$ cat src/verilog/l1_act_pkg.sv
package l1_act_pkg;
  localparam logic [3:0] CMD_CLOCK_DEMAND = 4'h0;
  localparam logic [3:0] CMD_STATE_MACHINE_CLEAR = 4'h1;
  localparam logic [3:0] CMD_SINGLE_PULSE_TEST = 4'h2;
  localparam logic [3:0] CMD_CONTINUOUS_PULSE_TEST = 4'h3;
  localparam logic [3:0] CMD_ACTIVATE_PRIO8 = 4'h8;
  localparam logic [3:0] CMD_ACTIVATE_PRIO10 = 4'h9;
  localparam logic [3:0] CMD_LOOP_A_REQUEST = 4'hA;
  localparam logic [3:0] CMD_DEACTIVATION_CONFIRM = 4'hF;
  localparam logic [3:0] CMD_DEACT_REQUEST_LT = 4'h0;
  localparam logic [3:0] CMD_ACTIVATE_DOWNSTREAM = 4'h8;

  localparam logic [3:0] IND_DEACT_REQUEST = 4'h0;
  localparam logic [3:0] IND_STATE_MACHINE_CLEAR = 4'h1;
  localparam logic [3:0] IND_TEST_ACK = 4'h2;
  localparam logic [3:0] IND_SLIP_FLAG = 4'h3;
  localparam logic [3:0] IND_UNSYNC_SIGNAL = 4'h4;
  localparam logic [3:0] IND_DEACT_REQUEST_FROM_F6 = 4'h5;
  localparam logic [3:0] IND_POWER_UP_REPORT = 4'h7;
  localparam logic [3:0] IND_INFO2_SEEN_REPORT = 4'h8;
  localparam logic [3:0] IND_LOOP_A_CLOSED = 4'hA;
  localparam logic [3:0] IND_ILLEGAL_VIOLATION_FLAG = 4'hB;
  localparam logic [3:0] IND_ACTIVATED_PRIO8 = 4'hC;
  localparam logic [3:0] IND_ACTIVATED_PRIO10 = 4'hD;
  localparam logic [3:0] IND_LOOP_ACTIVE_REPORT = 4'hE;
  localparam logic [3:0] IND_QUIESCENT = 4'hF;
  localparam logic [3:0] IND_LT_TIMING = 4'h0;
  localparam logic [3:0] IND_LT_ACTIVATION = 4'h8;
  localparam logic [3:0] IND_LT_ACTIVATED = 4'hC;
  localparam logic [3:0] IND_DEACTIVATED_NOTICE = 4'hF;

  localparam int unsigned CLK_HZ = 20000000;
  localparam int unsigned FRAME_HZ = 4000;
  localparam int unsigned FRAME_CYCLES = CLK_HZ / FRAME_HZ;
  localparam int unsigned INFO0_PERSIST_MS = 16;
  localparam int unsigned DEACT_TIMEOUT_MS = 32;
  localparam int unsigned INFO0_PERSIST_CYCLES = INFO0_PERSIST_MS * (CLK_HZ / 1000);
  localparam int unsigned DEACT_TIMEOUT_CYCLES = DEACT_TIMEOUT_MS * (CLK_HZ / 1000);
  localparam int unsigned CI_STABLE_FRAMES = 2;
  localparam logic [7:0] INFO1_PATTERN = 8'h3F;

  typedef enum logic [1:0] {RX_INFO0, RX_INFO2, RX_INFO4, RX_OTHER} rx_info_e;
  typedef enum logic [2:0] {TX_INFO0, TX_INFO1, TX_INFO2, TX_INFO3, TX_INFO4,
    TX_SINGLE_PULSE, TX_CONT_PULSE} tx_info_e;

  typedef struct packed {
    rx_info_e info;
    logic sync;
    logic slip;
    logic violation;
    logic level;
  } rx_status_s;

  typedef struct packed {
    logic violation_detect_enable;
    logic clock_stop_select;
    logic loop_tx_mute;
    logic exchange_mode;
  } l1_config_s;
endpackage : l1_act_pkg

$ cat src/verilog/ci_code_filter.sv
`timescale 1ns/1ns
module ci_code_filter #(
  parameter int unsigned STABLE_FRAMES = 2
) (
  input wire logic core_clk_i,
  input wire logic rst_n_i,
  input wire logic frame_tick_i,
  input wire logic [3:0] code_i,
  output logic [3:0] code_o,
  output logic valid_o
);
  typedef struct packed {
    logic [3:0] last;
    logic [3:0] held;
    logic [3:0] count;
    logic valid;
  } filt_s;

  filt_s state_reg;
  filt_s state_next;

  // A code is accepted only after it repeats over consecutive frames
  always_comb
  begin
    state_next = state_reg;
    if (frame_tick_i)
    begin
      state_next.last = code_i;
      if (code_i != state_reg.last)
        state_next.count = 4'h1;
      else if (state_reg.count < 4'(STABLE_FRAMES))
        state_next.count = state_reg.count + 4'h1;
      if (code_i == state_reg.last && state_reg.count + 4'h1 >= 4'(STABLE_FRAMES))
      begin
        state_next.held = code_i;
        state_next.valid = 1'b1;
      end
    end
  end

  always_ff @(posedge core_clk_i or negedge rst_n_i)
  begin
    if (!rst_n_i)
      state_reg <= '0;
    else
      state_reg <= state_next;
  end

  assign code_o = state_reg.held;
  assign valid_o = state_reg.valid;

  AST_HELD_IS_REPEATED: assert property (@(posedge core_clk_i) disable iff (!rst_n_i)
    $changed(code_o) |-> code_o == $past(code_i, 1) && $past(frame_tick_i))
    else $error("held code changed without a frame repeat");
endmodule : ci_code_filter

$ cat src/verilog/l1_activation_fsm.sv
`timescale 1ns/1ns
module l1_activation_fsm
  import l1_act_pkg::*;
#(
  parameter int unsigned FRAME_LEN = l1_act_pkg::FRAME_CYCLES,
  parameter int unsigned INFO0_PERSIST = l1_act_pkg::INFO0_PERSIST_CYCLES,
  parameter int unsigned DEACT_TIMEOUT = l1_act_pkg::DEACT_TIMEOUT_CYCLES
) (
  input wire logic core_clk_i,
  input wire logic rst_n_i,
  input wire logic [3:0] cmd_code_i,
  input wire l1_act_pkg::rx_status_s rx_status_i,
  input wire l1_act_pkg::l1_config_s config_i,
  input wire logic [7:0] user_tx_i,
  output logic [3:0] ind_code_o,
  output l1_act_pkg::tx_info_e tx_info_o,
  output logic tx_bit_o,
  output logic frame_tick_o,
  output logic clocks_on_o,
  output logic channels_through_o,
  output logic high_prio_o,
  output logic loop_closed_o,
  output logic loop_tx_mute_o
);
  import l1_act_pkg::*;

  typedef enum logic [4:0] {
    F3_PEND_DEACT, F3_DEACT, F3_POWER_UP, F4_PEND_ACT, F5_UNSYNC, F6_SYNC, F7_ACT,
    F8_LOST, LOOP_CLOSED, LOOP_ACT, TEST_SINGLE, TEST_CONT, CLEARED,
    G1_DEACT, G2_PEND_ACT, G3_ACT, G2_LOST, G4_PEND_DEACT, G4_WAIT_CONFIRM
  } l1_state_e;

  typedef struct packed {
    l1_state_e st;
    logic [19:0] frame_cnt;
    logic [31:0] info0_cnt;
    logic [31:0] deact_cnt;
    logic [2:0] bit_idx;
    logic prio10;
    logic [3:0] ind;
    tx_info_e tx;
    logic tx_bit;
    logic pulse_pol;
  } fsm_s;

  fsm_s state_reg;
  fsm_s state_next;
  logic frame_tick;
  logic [3:0] cmd;
  logic cmd_valid;
  logic act_cmd;

  function automatic logic is_activation(input logic [3:0] c);
    is_activation = (c == CMD_ACTIVATE_PRIO8) || (c == CMD_ACTIVATE_PRIO10) ||
      (c == CMD_LOOP_A_REQUEST);
  endfunction : is_activation

  assign frame_tick = (state_reg.frame_cnt == 20'(FRAME_LEN - 1));

  ci_code_filter #(
    .STABLE_FRAMES(CI_STABLE_FRAMES)
  ) u_cmd_filter (
    .core_clk_i(core_clk_i),
    .rst_n_i(rst_n_i),
    .frame_tick_i(frame_tick),
    .code_i(cmd_code_i),
    .code_o(cmd),
    .valid_o(cmd_valid)
  );

  assign act_cmd = cmd_valid && is_activation(cmd);

  always_comb
  begin
    state_next = state_reg;
    state_next.frame_cnt = frame_tick ? 20'h0 : state_reg.frame_cnt + 20'h1;
    if (config_i.exchange_mode)
    begin
      if (cmd_valid && cmd == CMD_STATE_MACHINE_CLEAR)
        state_next.st = CLEARED;
      else if (cmd_valid && cmd == CMD_SINGLE_PULSE_TEST)
        state_next.st = TEST_SINGLE;
      else if (cmd_valid && cmd == CMD_CONTINUOUS_PULSE_TEST)
        state_next.st = TEST_CONT;
      else
      begin
        unique case (state_reg.st)
          G1_DEACT:
            if (rx_status_i.level || (cmd_valid && cmd == CMD_ACTIVATE_DOWNSTREAM))
              state_next.st = G2_PEND_ACT;
          G2_PEND_ACT, G2_LOST:
            if (cmd_valid && cmd == CMD_DEACT_REQUEST_LT)
              state_next.st = G4_PEND_DEACT;
            else if (rx_status_i.sync)
              state_next.st = G3_ACT;
          G3_ACT:
            if (cmd_valid && cmd == CMD_DEACT_REQUEST_LT)
              state_next.st = G4_PEND_DEACT;
            else if (!rx_status_i.sync)
              state_next.st = G2_LOST;
          G4_PEND_DEACT:
            // Counters start at one on entry, so the full persist/timeout spans are kept
            if (state_reg.info0_cnt >= 32'(INFO0_PERSIST) ||
                state_reg.deact_cnt >= 32'(DEACT_TIMEOUT))
              state_next.st = G4_WAIT_CONFIRM;
          G4_WAIT_CONFIRM:
            if (cmd_valid && cmd == CMD_DEACTIVATION_CONFIRM)
              state_next.st = G1_DEACT;
          default:
            if (cmd_valid && cmd == CMD_DEACTIVATION_CONFIRM)
              state_next.st = G1_DEACT;
        endcase
      end
    end
    else if (cmd_valid && cmd == CMD_STATE_MACHINE_CLEAR)
      state_next.st = CLEARED;
    else if (cmd_valid && cmd == CMD_SINGLE_PULSE_TEST)
      state_next.st = TEST_SINGLE;
    else if (cmd_valid && cmd == CMD_CONTINUOUS_PULSE_TEST)
      state_next.st = TEST_CONT;
    else if (cmd_valid && cmd == CMD_LOOP_A_REQUEST &&
             state_reg.st != LOOP_CLOSED && state_reg.st != LOOP_ACT)
      state_next.st = LOOP_CLOSED;
    else
    begin
      unique case (state_reg.st)
        CLEARED, TEST_SINGLE, TEST_CONT, F3_PEND_DEACT:
          if (cmd_valid && cmd == CMD_DEACTIVATION_CONFIRM)
            state_next.st = F3_DEACT;
        F3_DEACT, F3_POWER_UP:
          if (rx_status_i.info == RX_INFO4)
            state_next.st = F7_ACT;
          else if (rx_status_i.info == RX_INFO2)
            state_next.st = F6_SYNC;
          else if (act_cmd)
            state_next.st = F4_PEND_ACT;
          else if (cmd_valid && cmd == CMD_CLOCK_DEMAND)
            state_next.st = F3_POWER_UP;
          else if (cmd_valid && cmd == CMD_DEACTIVATION_CONFIRM)
            state_next.st = F3_DEACT;
        F4_PEND_ACT, F5_UNSYNC:
          if (rx_status_i.info == RX_INFO4)
            state_next.st = F7_ACT;
          else if (rx_status_i.info == RX_INFO2)
            state_next.st = F6_SYNC;
          else if (rx_status_i.info == RX_OTHER)
            state_next.st = F5_UNSYNC;
          else if (cmd_valid && cmd == CMD_DEACTIVATION_CONFIRM)
            state_next.st = F3_DEACT;
        F6_SYNC, F7_ACT, F8_LOST:
          if (rx_status_i.info == RX_INFO0)
            state_next.st = F3_PEND_DEACT;
          else if (rx_status_i.info == RX_INFO4)
            state_next.st = F7_ACT;
          else if (rx_status_i.info == RX_INFO2)
            state_next.st = F6_SYNC;
          else if (!rx_status_i.sync)
            state_next.st = F8_LOST;
        LOOP_CLOSED:
          if (rx_status_i.sync)
            state_next.st = LOOP_ACT;
        LOOP_ACT:
          if (!rx_status_i.sync)
            state_next.st = LOOP_CLOSED;
        default:
          state_next.st = G1_DEACT == state_reg.st ? F3_DEACT : CLEARED;
      endcase
    end

    if (cmd_valid && cmd == CMD_ACTIVATE_PRIO10)
      state_next.prio10 = 1'b1;
    else if (cmd_valid && cmd == CMD_ACTIVATE_PRIO8)
      state_next.prio10 = 1'b0;

    state_next.info0_cnt = (state_next.st == G4_PEND_DEACT && rx_status_i.info == RX_INFO0)
      ? state_reg.info0_cnt + 32'h1 : 32'h0;
    state_next.deact_cnt = (state_next.st == G4_PEND_DEACT) ? state_reg.deact_cnt + 32'h1 : 32'h0;

    unique case (state_next.st)
      CLEARED: state_next.ind = IND_STATE_MACHINE_CLEAR;
      TEST_SINGLE, TEST_CONT: state_next.ind = IND_TEST_ACK;
      F3_DEACT: state_next.ind = IND_QUIESCENT;
      F3_POWER_UP: state_next.ind = IND_POWER_UP_REPORT;
      F3_PEND_DEACT:
        state_next.ind = (state_reg.st == F6_SYNC) ? IND_DEACT_REQUEST_FROM_F6 :
          (state_reg.st == F3_PEND_DEACT) ? state_reg.ind : IND_DEACT_REQUEST;
      F4_PEND_ACT: state_next.ind = IND_POWER_UP_REPORT;
      F5_UNSYNC, F8_LOST: state_next.ind = IND_UNSYNC_SIGNAL;
      F6_SYNC: state_next.ind = IND_INFO2_SEEN_REPORT;
      F7_ACT:
        state_next.ind = state_next.prio10 ? IND_ACTIVATED_PRIO10 : IND_ACTIVATED_PRIO8;
      LOOP_CLOSED: state_next.ind = IND_LOOP_A_CLOSED;
      LOOP_ACT:
        state_next.ind = (rx_status_i.level && !config_i.loop_tx_mute) ? IND_UNSYNC_SIGNAL :
          IND_LOOP_ACTIVE_REPORT;
      G1_DEACT: state_next.ind = IND_DEACTIVATED_NOTICE;
      G2_PEND_ACT: state_next.ind = IND_LT_ACTIVATION;
      G3_ACT: state_next.ind = IND_LT_ACTIVATED;
      G2_LOST: state_next.ind = IND_UNSYNC_SIGNAL;
      G4_PEND_DEACT: state_next.ind = IND_LT_TIMING;
      G4_WAIT_CONFIRM: state_next.ind = IND_DEACTIVATED_NOTICE;
    endcase
    // Slip reports (outside exchange mode) and enabled violation reports override steady indications in each cycle they are present
    if (rx_status_i.slip && !config_i.exchange_mode)
      state_next.ind = IND_SLIP_FLAG;
    if (rx_status_i.violation && config_i.violation_detect_enable)
      state_next.ind = IND_ILLEGAL_VIOLATION_FLAG;

    unique case (state_next.st)
      F4_PEND_ACT: state_next.tx = TX_INFO1;
      F6_SYNC, F7_ACT, F8_LOST, LOOP_CLOSED, LOOP_ACT: state_next.tx = TX_INFO3;
      TEST_SINGLE: state_next.tx = TX_SINGLE_PULSE;
      TEST_CONT: state_next.tx = TX_CONT_PULSE;
      G2_PEND_ACT, G2_LOST: state_next.tx = TX_INFO2;
      G3_ACT: state_next.tx = TX_INFO4;
      default: state_next.tx = TX_INFO0;
    endcase

    state_next.bit_idx = state_reg.bit_idx + 3'h1;
    if (frame_tick)
      state_next.pulse_pol = ~state_reg.pulse_pol;
    unique case (state_reg.tx)
      TX_INFO1: state_next.tx_bit = INFO1_PATTERN[3'h7 - state_reg.bit_idx];
      TX_SINGLE_PULSE: state_next.tx_bit = frame_tick;
      TX_CONT_PULSE: state_next.tx_bit = 1'b1;
      TX_INFO3, TX_INFO2, TX_INFO4:
        state_next.tx_bit = channels_through_o ? user_tx_i[state_reg.bit_idx] : 1'b1;
      default: state_next.tx_bit = 1'b0;
    endcase
  end

  always_ff @(posedge core_clk_i or negedge rst_n_i)
  begin
    if (!rst_n_i)
    begin
      state_reg <= '0;
      state_reg.st <= CLEARED;
      state_reg.ind <= IND_STATE_MACHINE_CLEAR;
    end
    else
      state_reg <= state_next;
  end

  assign ind_code_o = state_reg.ind;
  assign tx_info_o = state_reg.tx;
  assign tx_bit_o = state_reg.tx_bit;
  assign frame_tick_o = frame_tick;
  assign high_prio_o = state_reg.prio10;
  assign loop_closed_o = (state_reg.st == LOOP_CLOSED) || (state_reg.st == LOOP_ACT);
  assign loop_tx_mute_o = loop_closed_o && config_i.loop_tx_mute;
  // Clocks stop only in deactivated state F3_DEACT or G1_DEACT with stop selected
  assign clocks_on_o = !((state_reg.st == F3_DEACT || state_reg.st == G1_DEACT) &&
    config_i.clock_stop_select);
  assign channels_through_o = (((state_reg.st == F7_ACT) && rx_status_i.sync) ||
    state_reg.st == LOOP_ACT || state_reg.st == G3_ACT) &&
    (config_i.exchange_mode || act_cmd);

  AST_CLEAR_ACK: assert property (@(posedge core_clk_i) disable iff (!rst_n_i)
    (cmd_valid && cmd == CMD_STATE_MACHINE_CLEAR && !config_i.exchange_mode &&
     !rx_status_i.violation && !rx_status_i.slip) |=> ind_code_o == IND_STATE_MACHINE_CLEAR)
    else $error("clear not acknowledged");
  AST_TEST_ACK: assert property (@(posedge core_clk_i) disable iff (!rst_n_i)
    (tx_info_o == TX_CONT_PULSE || tx_info_o == TX_SINGLE_PULSE) && !$past(rx_status_i.slip) &&
    !$past(rx_status_i.violation) |-> ind_code_o == IND_TEST_ACK)
    else $error("test ack missing");
  AST_CONT_PULSE: assert property (@(posedge core_clk_i) disable iff (!rst_n_i)
    tx_info_o == TX_CONT_PULSE ##1 tx_info_o == TX_CONT_PULSE |-> tx_bit_o)
    else $error("continuous pulses missing");
  AST_THROUGH_NEEDS_ACT: assert property (@(posedge core_clk_i) disable iff (!rst_n_i)
    channels_through_o && !config_i.exchange_mode |-> cmd_valid &&
    (cmd == CMD_ACTIVATE_PRIO8 || cmd == CMD_ACTIVATE_PRIO10 || cmd == CMD_LOOP_A_REQUEST))
    else $error("channels through without activation command");
  AST_VIOL_GATED: assert property (@(posedge core_clk_i) disable iff (!rst_n_i)
    ind_code_o == IND_ILLEGAL_VIOLATION_FLAG && !loop_closed_o && tx_info_o != TX_INFO0 |->
    $past(config_i.violation_detect_enable))
    else $error("violation reported while disabled");
  AST_CLOCK_STOP: assert property (@(posedge core_clk_i) disable iff (!rst_n_i)
    !clocks_on_o |-> config_i.clock_stop_select && ind_code_o != IND_POWER_UP_REPORT)
    else $error("clock stopped wrongly");
  AST_LT_INFO2: assert property (@(posedge core_clk_i) disable iff (!rst_n_i)
    config_i.exchange_mode && state_reg.st == G3_ACT && !rx_status_i.sync &&
    !(cmd_valid && (cmd == CMD_DEACT_REQUEST_LT || cmd == CMD_STATE_MACHINE_CLEAR ||
    cmd == CMD_SINGLE_PULSE_TEST || cmd == CMD_CONTINUOUS_PULSE_TEST))
    |=> tx_info_o == TX_INFO2)
    else $error("no fallback to INFO 2");
  AST_DEACT_TIMEOUT: assert property (@(posedge core_clk_i) disable iff (!rst_n_i)
    state_reg.st == G4_PEND_DEACT |-> state_reg.deact_cnt <= 32'(DEACT_TIMEOUT))
    else $error("deactivation timer overran");
  AST_WAIT_CONFIRM: assert property (@(posedge core_clk_i) disable iff (!rst_n_i)
    state_reg.st == G4_WAIT_CONFIRM && config_i.exchange_mode && !(cmd_valid &&
    (cmd == CMD_DEACTIVATION_CONFIRM || cmd == CMD_STATE_MACHINE_CLEAR ||
     cmd == CMD_SINGLE_PULSE_TEST || cmd == CMD_CONTINUOUS_PULSE_TEST))
    |=> state_reg.st == G4_WAIT_CONFIRM)
    else $error("left final wait without confirm");
  AST_INFO2_IND: assert property (@(posedge core_clk_i) disable iff (!rst_n_i)
    state_reg.st == F6_SYNC && !rx_status_i.slip && !rx_status_i.violation |->
    ind_code_o == IND_INFO2_SEEN_REPORT || $past(rx_status_i.slip) || $past(rx_status_i.violation))
    else $error("INFO 2 not reported");

  COV_TE_ACTIVATED: cover property (@(posedge core_clk_i) disable iff (!rst_n_i)
    state_reg.st == F4_PEND_ACT ##[1:20] state_reg.st == F7_ACT);
  COV_LOOP: cover property (@(posedge core_clk_i) disable iff (!rst_n_i)
    state_reg.st == LOOP_ACT);
  COV_LT_DEACT: cover property (@(posedge core_clk_i) disable iff (!rst_n_i)
    state_reg.st == G4_PEND_DEACT ##1 state_reg.st == G4_WAIT_CONFIRM);
endmodule : l1_activation_fsm

$ cat config.mk
export PLATFORM = sky130hd
export DESIGN_NAME = l1_activation_fsm
export DESIGN_NICKNAME = d
export VERILOG_FILES = /design/src/verilog/l1_act_pkg.sv /design/src/verilog/ci_code_filter.sv /design/src/verilog/l1_activation_fsm.sv
export SDC_FILE = /design/constraint.sdc
export NUM_CORES = 1
export LEC_CHECK = 0
export ABC_AREA = 1
export BUFFER_PORTS_ARGS = -buffer_cell sky130_fd_sc_hd__buf_2
export CAP_MARGIN = 40
export CELL_PAD_IN_SITES_DETAIL_PLACEMENT = 1
export CELL_PAD_IN_SITES_GLOBAL_PLACEMENT = 2
export CORE_MARGIN = 2
export CORE_UTILIZATION = 39
export DETAILED_ROUTE_END_ITERATION = 16
export GPL_TIMING_DRIVEN = 0
export PLACE_DENSITY = 0.93
export REMOVE_ABC_BUFFERS = 1
export SLEW_MARGIN = 20
export SYNTH_ARGS = -nofsm -noshare
export SYNTH_HDL_FRONTEND = slang
export SYNTH_SLANG_ARGS = --single-unit
export TNS_END_PERCENT = 5
$ cat constraint.sdc
create_clock -name core_clk_i -period 3.8 [get_ports core_clk_i]
set_input_delay 0.38 -clock core_clk_i [delete_from_list [all_inputs] [get_ports core_clk_i]]
set_output_delay 0.38 -clock core_clk_i [all_outputs]
set_load 0.005 [all_outputs]
==> report_table.html <==
<table>
<tr><th>Metric</th><th>Value</th></tr>
<tr><th colspan="2">STA</th></tr>
<tr><td>Least-Margin Pin Slew</td><td>0.558 ns</td></tr>
<tr><td>Min Clock Period, post-route</td><td>3.35 ns</td></tr>
<tr><td>Final WS setup</td><td>0.447 ns</td></tr>
<tr><td>Setup TNS after final layout</td><td>0 ns</td></tr>
<tr><td>Relative slew slack</td><td>62.7%</td></tr>
<tr><td>Skew final</td><td>0.00831 ns</td></tr>
<tr><td>FMAX</td><td>0.298 GHz</td></tr>
<tr><td>Unrepaired setup endpoints after global routing</td><td>no</td></tr>
<tr><td>Final setup violation count</td><td>0</td></tr>
<tr><td>Final worst-path cycle share</td><td>88.2%</td></tr>
<tr><td>Pins over their slew limit</td><td>0</td></tr>
<tr><td>Final-report hold violation count</td><td>0</td></tr>
<tr><th colspan="2">Logic synthesis</th></tr>
<tr><td>Syn Std Cell Area</td><td>0.00698 sq mm</td></tr>
<tr><td>Mean instance size in the synthesized netlist</td><td>7.51 sq um</td></tr>
<tr><td>Number of library cell types mapped by synthesis</td><td>49</td></tr>
<tr><td>Cell count after synthesis</td><td>929</td></tr>
<tr><td>Portion of the post-synthesis area used by sequential elements</td><td>40.9%</td></tr>
<tr><td>Largest area contributor in the netlist</td><td>sky130_fd_sc_hd__dfrtp_1</td></tr>
<tr><td>Predominant post-synthesis flop cell</td><td>sky130_fd_sc_hd__dfrtp_1</td></tr>
<tr><td>Top cells by instance count after synthesis</td><td>sky130_fd_sc_hd__nand2_1 (191), sky130_fd_sc_hd__nor2_1 (140), sky130_fd_sc_hd__inv_1 (133)</td></tr>
<tr><td>Most instantiated library cell after synthesis</td><td>sky130_fd_sc_hd__nand2_1</td></tr>
<tr><td>Number of enable-type register cells in the synthesized netlist</td><td>0</td></tr>
<tr><td>Top area cells in the synthesized netlist</td><td>sky130_fd_sc_hd__dfrtp_1 (40%), sky130_fd_sc_hd__nand2_1 (10%), sky130_fd_sc_hd__nor2_1 (7.5%), sky130_fd_sc_hd__inv_1 (7.2%), sky130_fd_sc_hd__nand3_1 (4.6%)</td></tr>
<tr><td>Area share of the largest cell type after synthesis</td><td>39.8%</td></tr>
<tr><td>Async S/R FF share, synth</td><td>100%</td></tr>
<tr><td>YS warnings</td><td>0</td></tr>
<tr><td>Number of synthesized register bits</td><td>114</td></tr>
<tr><th colspan="2">Global route</th></tr>
<tr><td>Final global-route overflow total</td><td>0</td></tr>
<tr><td>Pin count of the biggest net entering global routing</td><td>70</td></tr>
<tr><td>Wire length of the first global-routing pass</td><td>29.9 mm</td></tr>
<tr><td>Initial antenna violation count</td><td>0</td></tr>
<tr><td>Overall global routing resource usage</td><td>20.1%</td></tr>
<tr><td>Via count of the first global-routing pass</td><td>6260</td></tr>
<tr><th colspan="2">Critical path</th></tr>
<tr><td>Beginning of the worst register-to-register path</td><td>state_reg[100]$_DFF_PN1_</td></tr>
<tr><td>Worst stage delay on the critical path</td><td>0.60 ns</td></tr>
<tr><td>Ordered list of cells on the worst path</td><td>nor2_1, nand3_1, inv_1, nor2_1, nand4_1, nand3_1, nand2_1, nor3_2, nand3_4, nor2_4, inv_2, nor3b_1</td></tr>
<tr><td>Standard cell with the maximum stage delay on the critical path</td><td>sky130_fd_sc_hd__dfstp_2</td></tr>
<tr><td>Critical Path Fanout Max</td><td>29</td></tr>
<tr><td>Critical path class</td><td>flip-flop to flip-flop</td></tr>
<tr><td>Nature of the critical path startpoint</td><td>flip-flop</td></tr>
<tr><td>Arrival time of the worst setup path</td><td>3.68 ns</td></tr>
<tr><td>Terminus of the critical flop-to-flop path</td><td>state_reg[48]$_DFF_PN0_</td></tr>
<tr><td>Endpoint type of the worst setup path</td><td>flip-flop</td></tr>
<tr><td>Number of cells on the worst reg-to-reg path</td><td>12</td></tr>
<tr><td>Required arrival time at the worst endpoint</td><td>4.13 ns</td></tr>
<tr><td>Reg-to-reg slack, setup</td><td>0.45 ns</td></tr>
<tr><th colspan="2">Cells and area</th></tr>
<tr><td>Area taken by multi-input logic gates</td><td>0.00348 sq mm</td></tr>
<tr><td>Fraction of layout instances using a drive strength above 1</td><td>13.7%</td></tr>
<tr><td>Area taken by flip-flops and latches</td><td>0.00286 sq mm</td></tr>
<tr><td>Fill cells</td><td>2218</td></tr>
<tr><td>Layout overhead on the synthesized area</td><td>14.5%</td></tr>
<tr><td>Nets@finish</td><td>1003</td></tr>
<tr><td>Antenna cells</td><td>0</td></tr>
<tr><td>Max FFs per register</td><td>92</td></tr>
<tr><th colspan="2">Pwr</th></tr>
<tr><td>Part of the total power dissipated in the clock network</td><td>38.1%</td></tr>
<tr><td>Internal power consumption</td><td>2.82 mW</td></tr>
<tr><td>Switching Share</td><td>36.2%</td></tr>
<tr><td>Maximum vdd ir drop</td><td>0.346 mV</td></tr>
<tr><td>Logic gate share of total power</td><td>30.9%</td></tr>
<tr><td>Switching pwr</td><td>1.60 mW</td></tr>
<tr><td>Power density of the placed cells</td><td>554 mW/mm^2</td></tr>
<tr><td>Leakage component of the power</td><td>3.91 nW</td></tr>
<tr><td>Share of power burned in registers</td><td>31.0%</td></tr>
<tr><th colspan="2">Placement</th></tr>
<tr><td>Port Buffer Count</td><td>37</td></tr>
<tr><td>Final RePlAce weighted congestion</td><td>0.889</td></tr>
<tr><td>HPWL Detailed</td><td>12.7 mm</td></tr>
<tr><td>Worst slack after detailed placement</td><td>0.109 ns</td></tr>
<tr><th colspan="2">Min path</th></tr>
<tr><td>Worst Hold Endpoint</td><td>ind_code_o[3]$_DFFE_PN0P_</td></tr>
<tr><td>Worst Hold Launch</td><td>config_i[3]</td></tr>
<tr><td>Tightest Hold Check Type</td><td>input pin to flip-flop</td></tr>
<tr><td>Worst hold path stage count</td><td>3</td></tr>
<tr><th colspan="2">Drt</th></tr>
<tr><td>Total via count in the routed design</td><td>6100</td></tr>
<tr><td>Average routed wire per standard cell</td><td>14.7 microns</td></tr>
<tr><td>Via-to-Cell Ratio</td><td>5.05</td></tr>
<tr><td>DRC violation count after routing</td><td>0</td></tr>
<tr><td>Total routed wirelength</td><td>17.8 mm</td></tr>
<tr><td>Count of antenna-violating nets left after detailed routing</td><td>0</td></tr>
<tr><td>Number of DRC violations after detailed-routing iteration 0</td><td>227</td></tr>
<tr><td>Detailed-router iteration count before antenna repair</td><td>4</td></tr>
<tr><th colspan="2">CTS</th></tr>
<tr><td>CTS tree</td><td>built</td></tr>
<tr><td>Clock Tree Buf Depth</td><td>2</td></tr>
<tr><td>Sinks on the clock net</td><td>114</td></tr>
<tr><td>Clock root buffer</td><td>sky130_fd_sc_hd__clkbuf_16</td></tr>
<tr><td>Skew-Pair Late Insertion Delay</td><td>0.43 ns</td></tr>
<tr><td>Level count of the clock H-tree</td><td>4</td></tr>
<tr><td>CTS buffer count</td><td>17</td></tr>
<tr><td>CTS clock-pin slew for the worst setup and hold paths</td><td>0.06 ns</td></tr>
<tr><th colspan="2">Flow run</th></tr>
<tr><td>Maxcap violations</td><td>0</td></tr>
<tr><th colspan="2">Floorplan</th></tr>
<tr><td>Std-Cell Rows</td><td>48</td></tr>
<tr><td>Boundary pin count</td><td>38</td></tr>
<tr><td>Effective utilization at floorplan</td><td>40.1%</td></tr>
<tr><td>Total die area</td><td>0.0190 sq mm</td></tr>
<tr><td>Die Width</td><td>138 microns</td></tr>
<tr><td>Area of the placeable core</td><td>0.0174 sq mm</td></tr>
<tr><td>Die outline height</td><td>138 microns</td></tr>
<tr><th colspan="2">Run status</th></tr>
<tr><td>Result of the run</td><td>completed</td></tr>
</table>
==> power by group through the flow <==
| stage | registers, mW | clock network, mW | logic (mW) |
|---|---|---|---|
| 4_1_cts | 1.37 | 1.73 | 1.37 |
| 6_report | 1.37 | 1.69 | 1.37 |
| 2_1_floorplan | 1.37 | 0 | 0.940 |
| 5_1_grt | 1.38 | 1.78 | 1.55 |
| 3_3_place_gp | 1.39 | 0 | 1.33 |
| 3_5_place_dp | 1.39 | 0 | 1.35 |
==> layout make-up <==
cell class                 instances  area share [%]
inverter                         139            6.53
clock buffer                      23            6.23
sequential                       114            35.7
multi-input combinational        660            43.6
tap                              225            3.52
clock inverter                     8            1.55
timing repair buffer              39            2.87
==> worst max path at each step <==
stage / startpoint / endpoint / slack [ns] / cells past startpoint
after floorplan: state_reg[100]$_DFF_PN1_ / state_reg[74]$_DFF_PN0_ / 1.07 / 14
after global placement: state_reg[101]$_DFF_PN0_ / state_reg[73]$_DFF_PN0_ / 0.16 / 12
after detailed placement: state_reg[100]$_DFF_PN1_ / state_reg[48]$_DFF_PN0_ / 0.11 / 12
after CTS: state_reg[100]$_DFF_PN1_ / state_reg[48]$_DFF_PN0_ / 0.09 / 12
after global routing: state_reg[100]$_DFF_PN1_ / state_reg[48]$_DFF_PN0_ / 0.07 / 12
final: state_reg[100]$_DFF_PN1_ / state_reg[48]$_DFF_PN0_ / 0.45 / 12
==> through the flow <==
step / utilization (%) / cell area (sq um) / total power [mW] / instances / hold slack (ns)
3_3_place_gp: 42.0 / 7320 / 2.72 / 1175 / 0.453
3_5_place_dp: 42.2 / 7350 / 2.74 / 1176 / 0.354
2_1_floorplan: - / 6850 / 2.31 / 913 / 0.0844
5_1_grt: 45.9 / 7990 / 4.71 / 1208 / 0.279
6_report: 45.9 / 7990 / 4.43 / 1208 / 0.249
4_1_cts: 45.8 / 7980 / 4.47 / 1208 / 0.236
==> critical path: cells and delay by family, from the launching register on <==
family / cells / cell delay, ns
buffers and inverters: 2 / 0.35
DFF: 1 / 0.60
and+or+nand+nor: 10 / 2.27
==> logic make-up (layout without fill, tap and decap cells) <==
kind of cell	after synthesis	count (layout)	share of synthesized area, %
buf+inv	155	209	9.27
flops	114	114	40.9
simple gates	514	514	35.4
xor+xnor	36	36	4.52
fa+ha+maj	8	8	1.43
compound gates	101	101	8.25
mux	1	1	0.161
==> routing by layer <==
metal,global-route usage [%],wire length [microns],vias up
met5,0,0,-
met4,6.63,203,0
met3,3.86,462,18
met2,33.4,8540,55
met1,26.5,8600,2966
li1,-,-,3061
==> timing repair <==
item,in CTS,in global routing
endpoints found under the hold margin,42,0
endpoints found under the setup margin,0,32
gates resized for setup,0,1
hold buffers,1,0
buffers inserted,0,0
==> layout by cell type (no fill, tap or decap), drive strengths merged, types with 3 or more instances in the layout <==
cell / count
a31oi: 6
xnor2: 9
o21bai: 4
nor4: 9
nor3: 28
nor2: 162
dfrtp: 111
ha: 8
bufinv: 3
dfstp: 3
buf: 38
nand2: 203
inv: 140
a21oi: 33
clkbuf: 23
xor2: 27
o211ai: 3
nand3: 73
o21a: 4
o21ai: 40
nand3b: 3
or2: 3
nor3b: 11
nand4: 19
No activity file was read; power rests on OpenSTA's default activity.
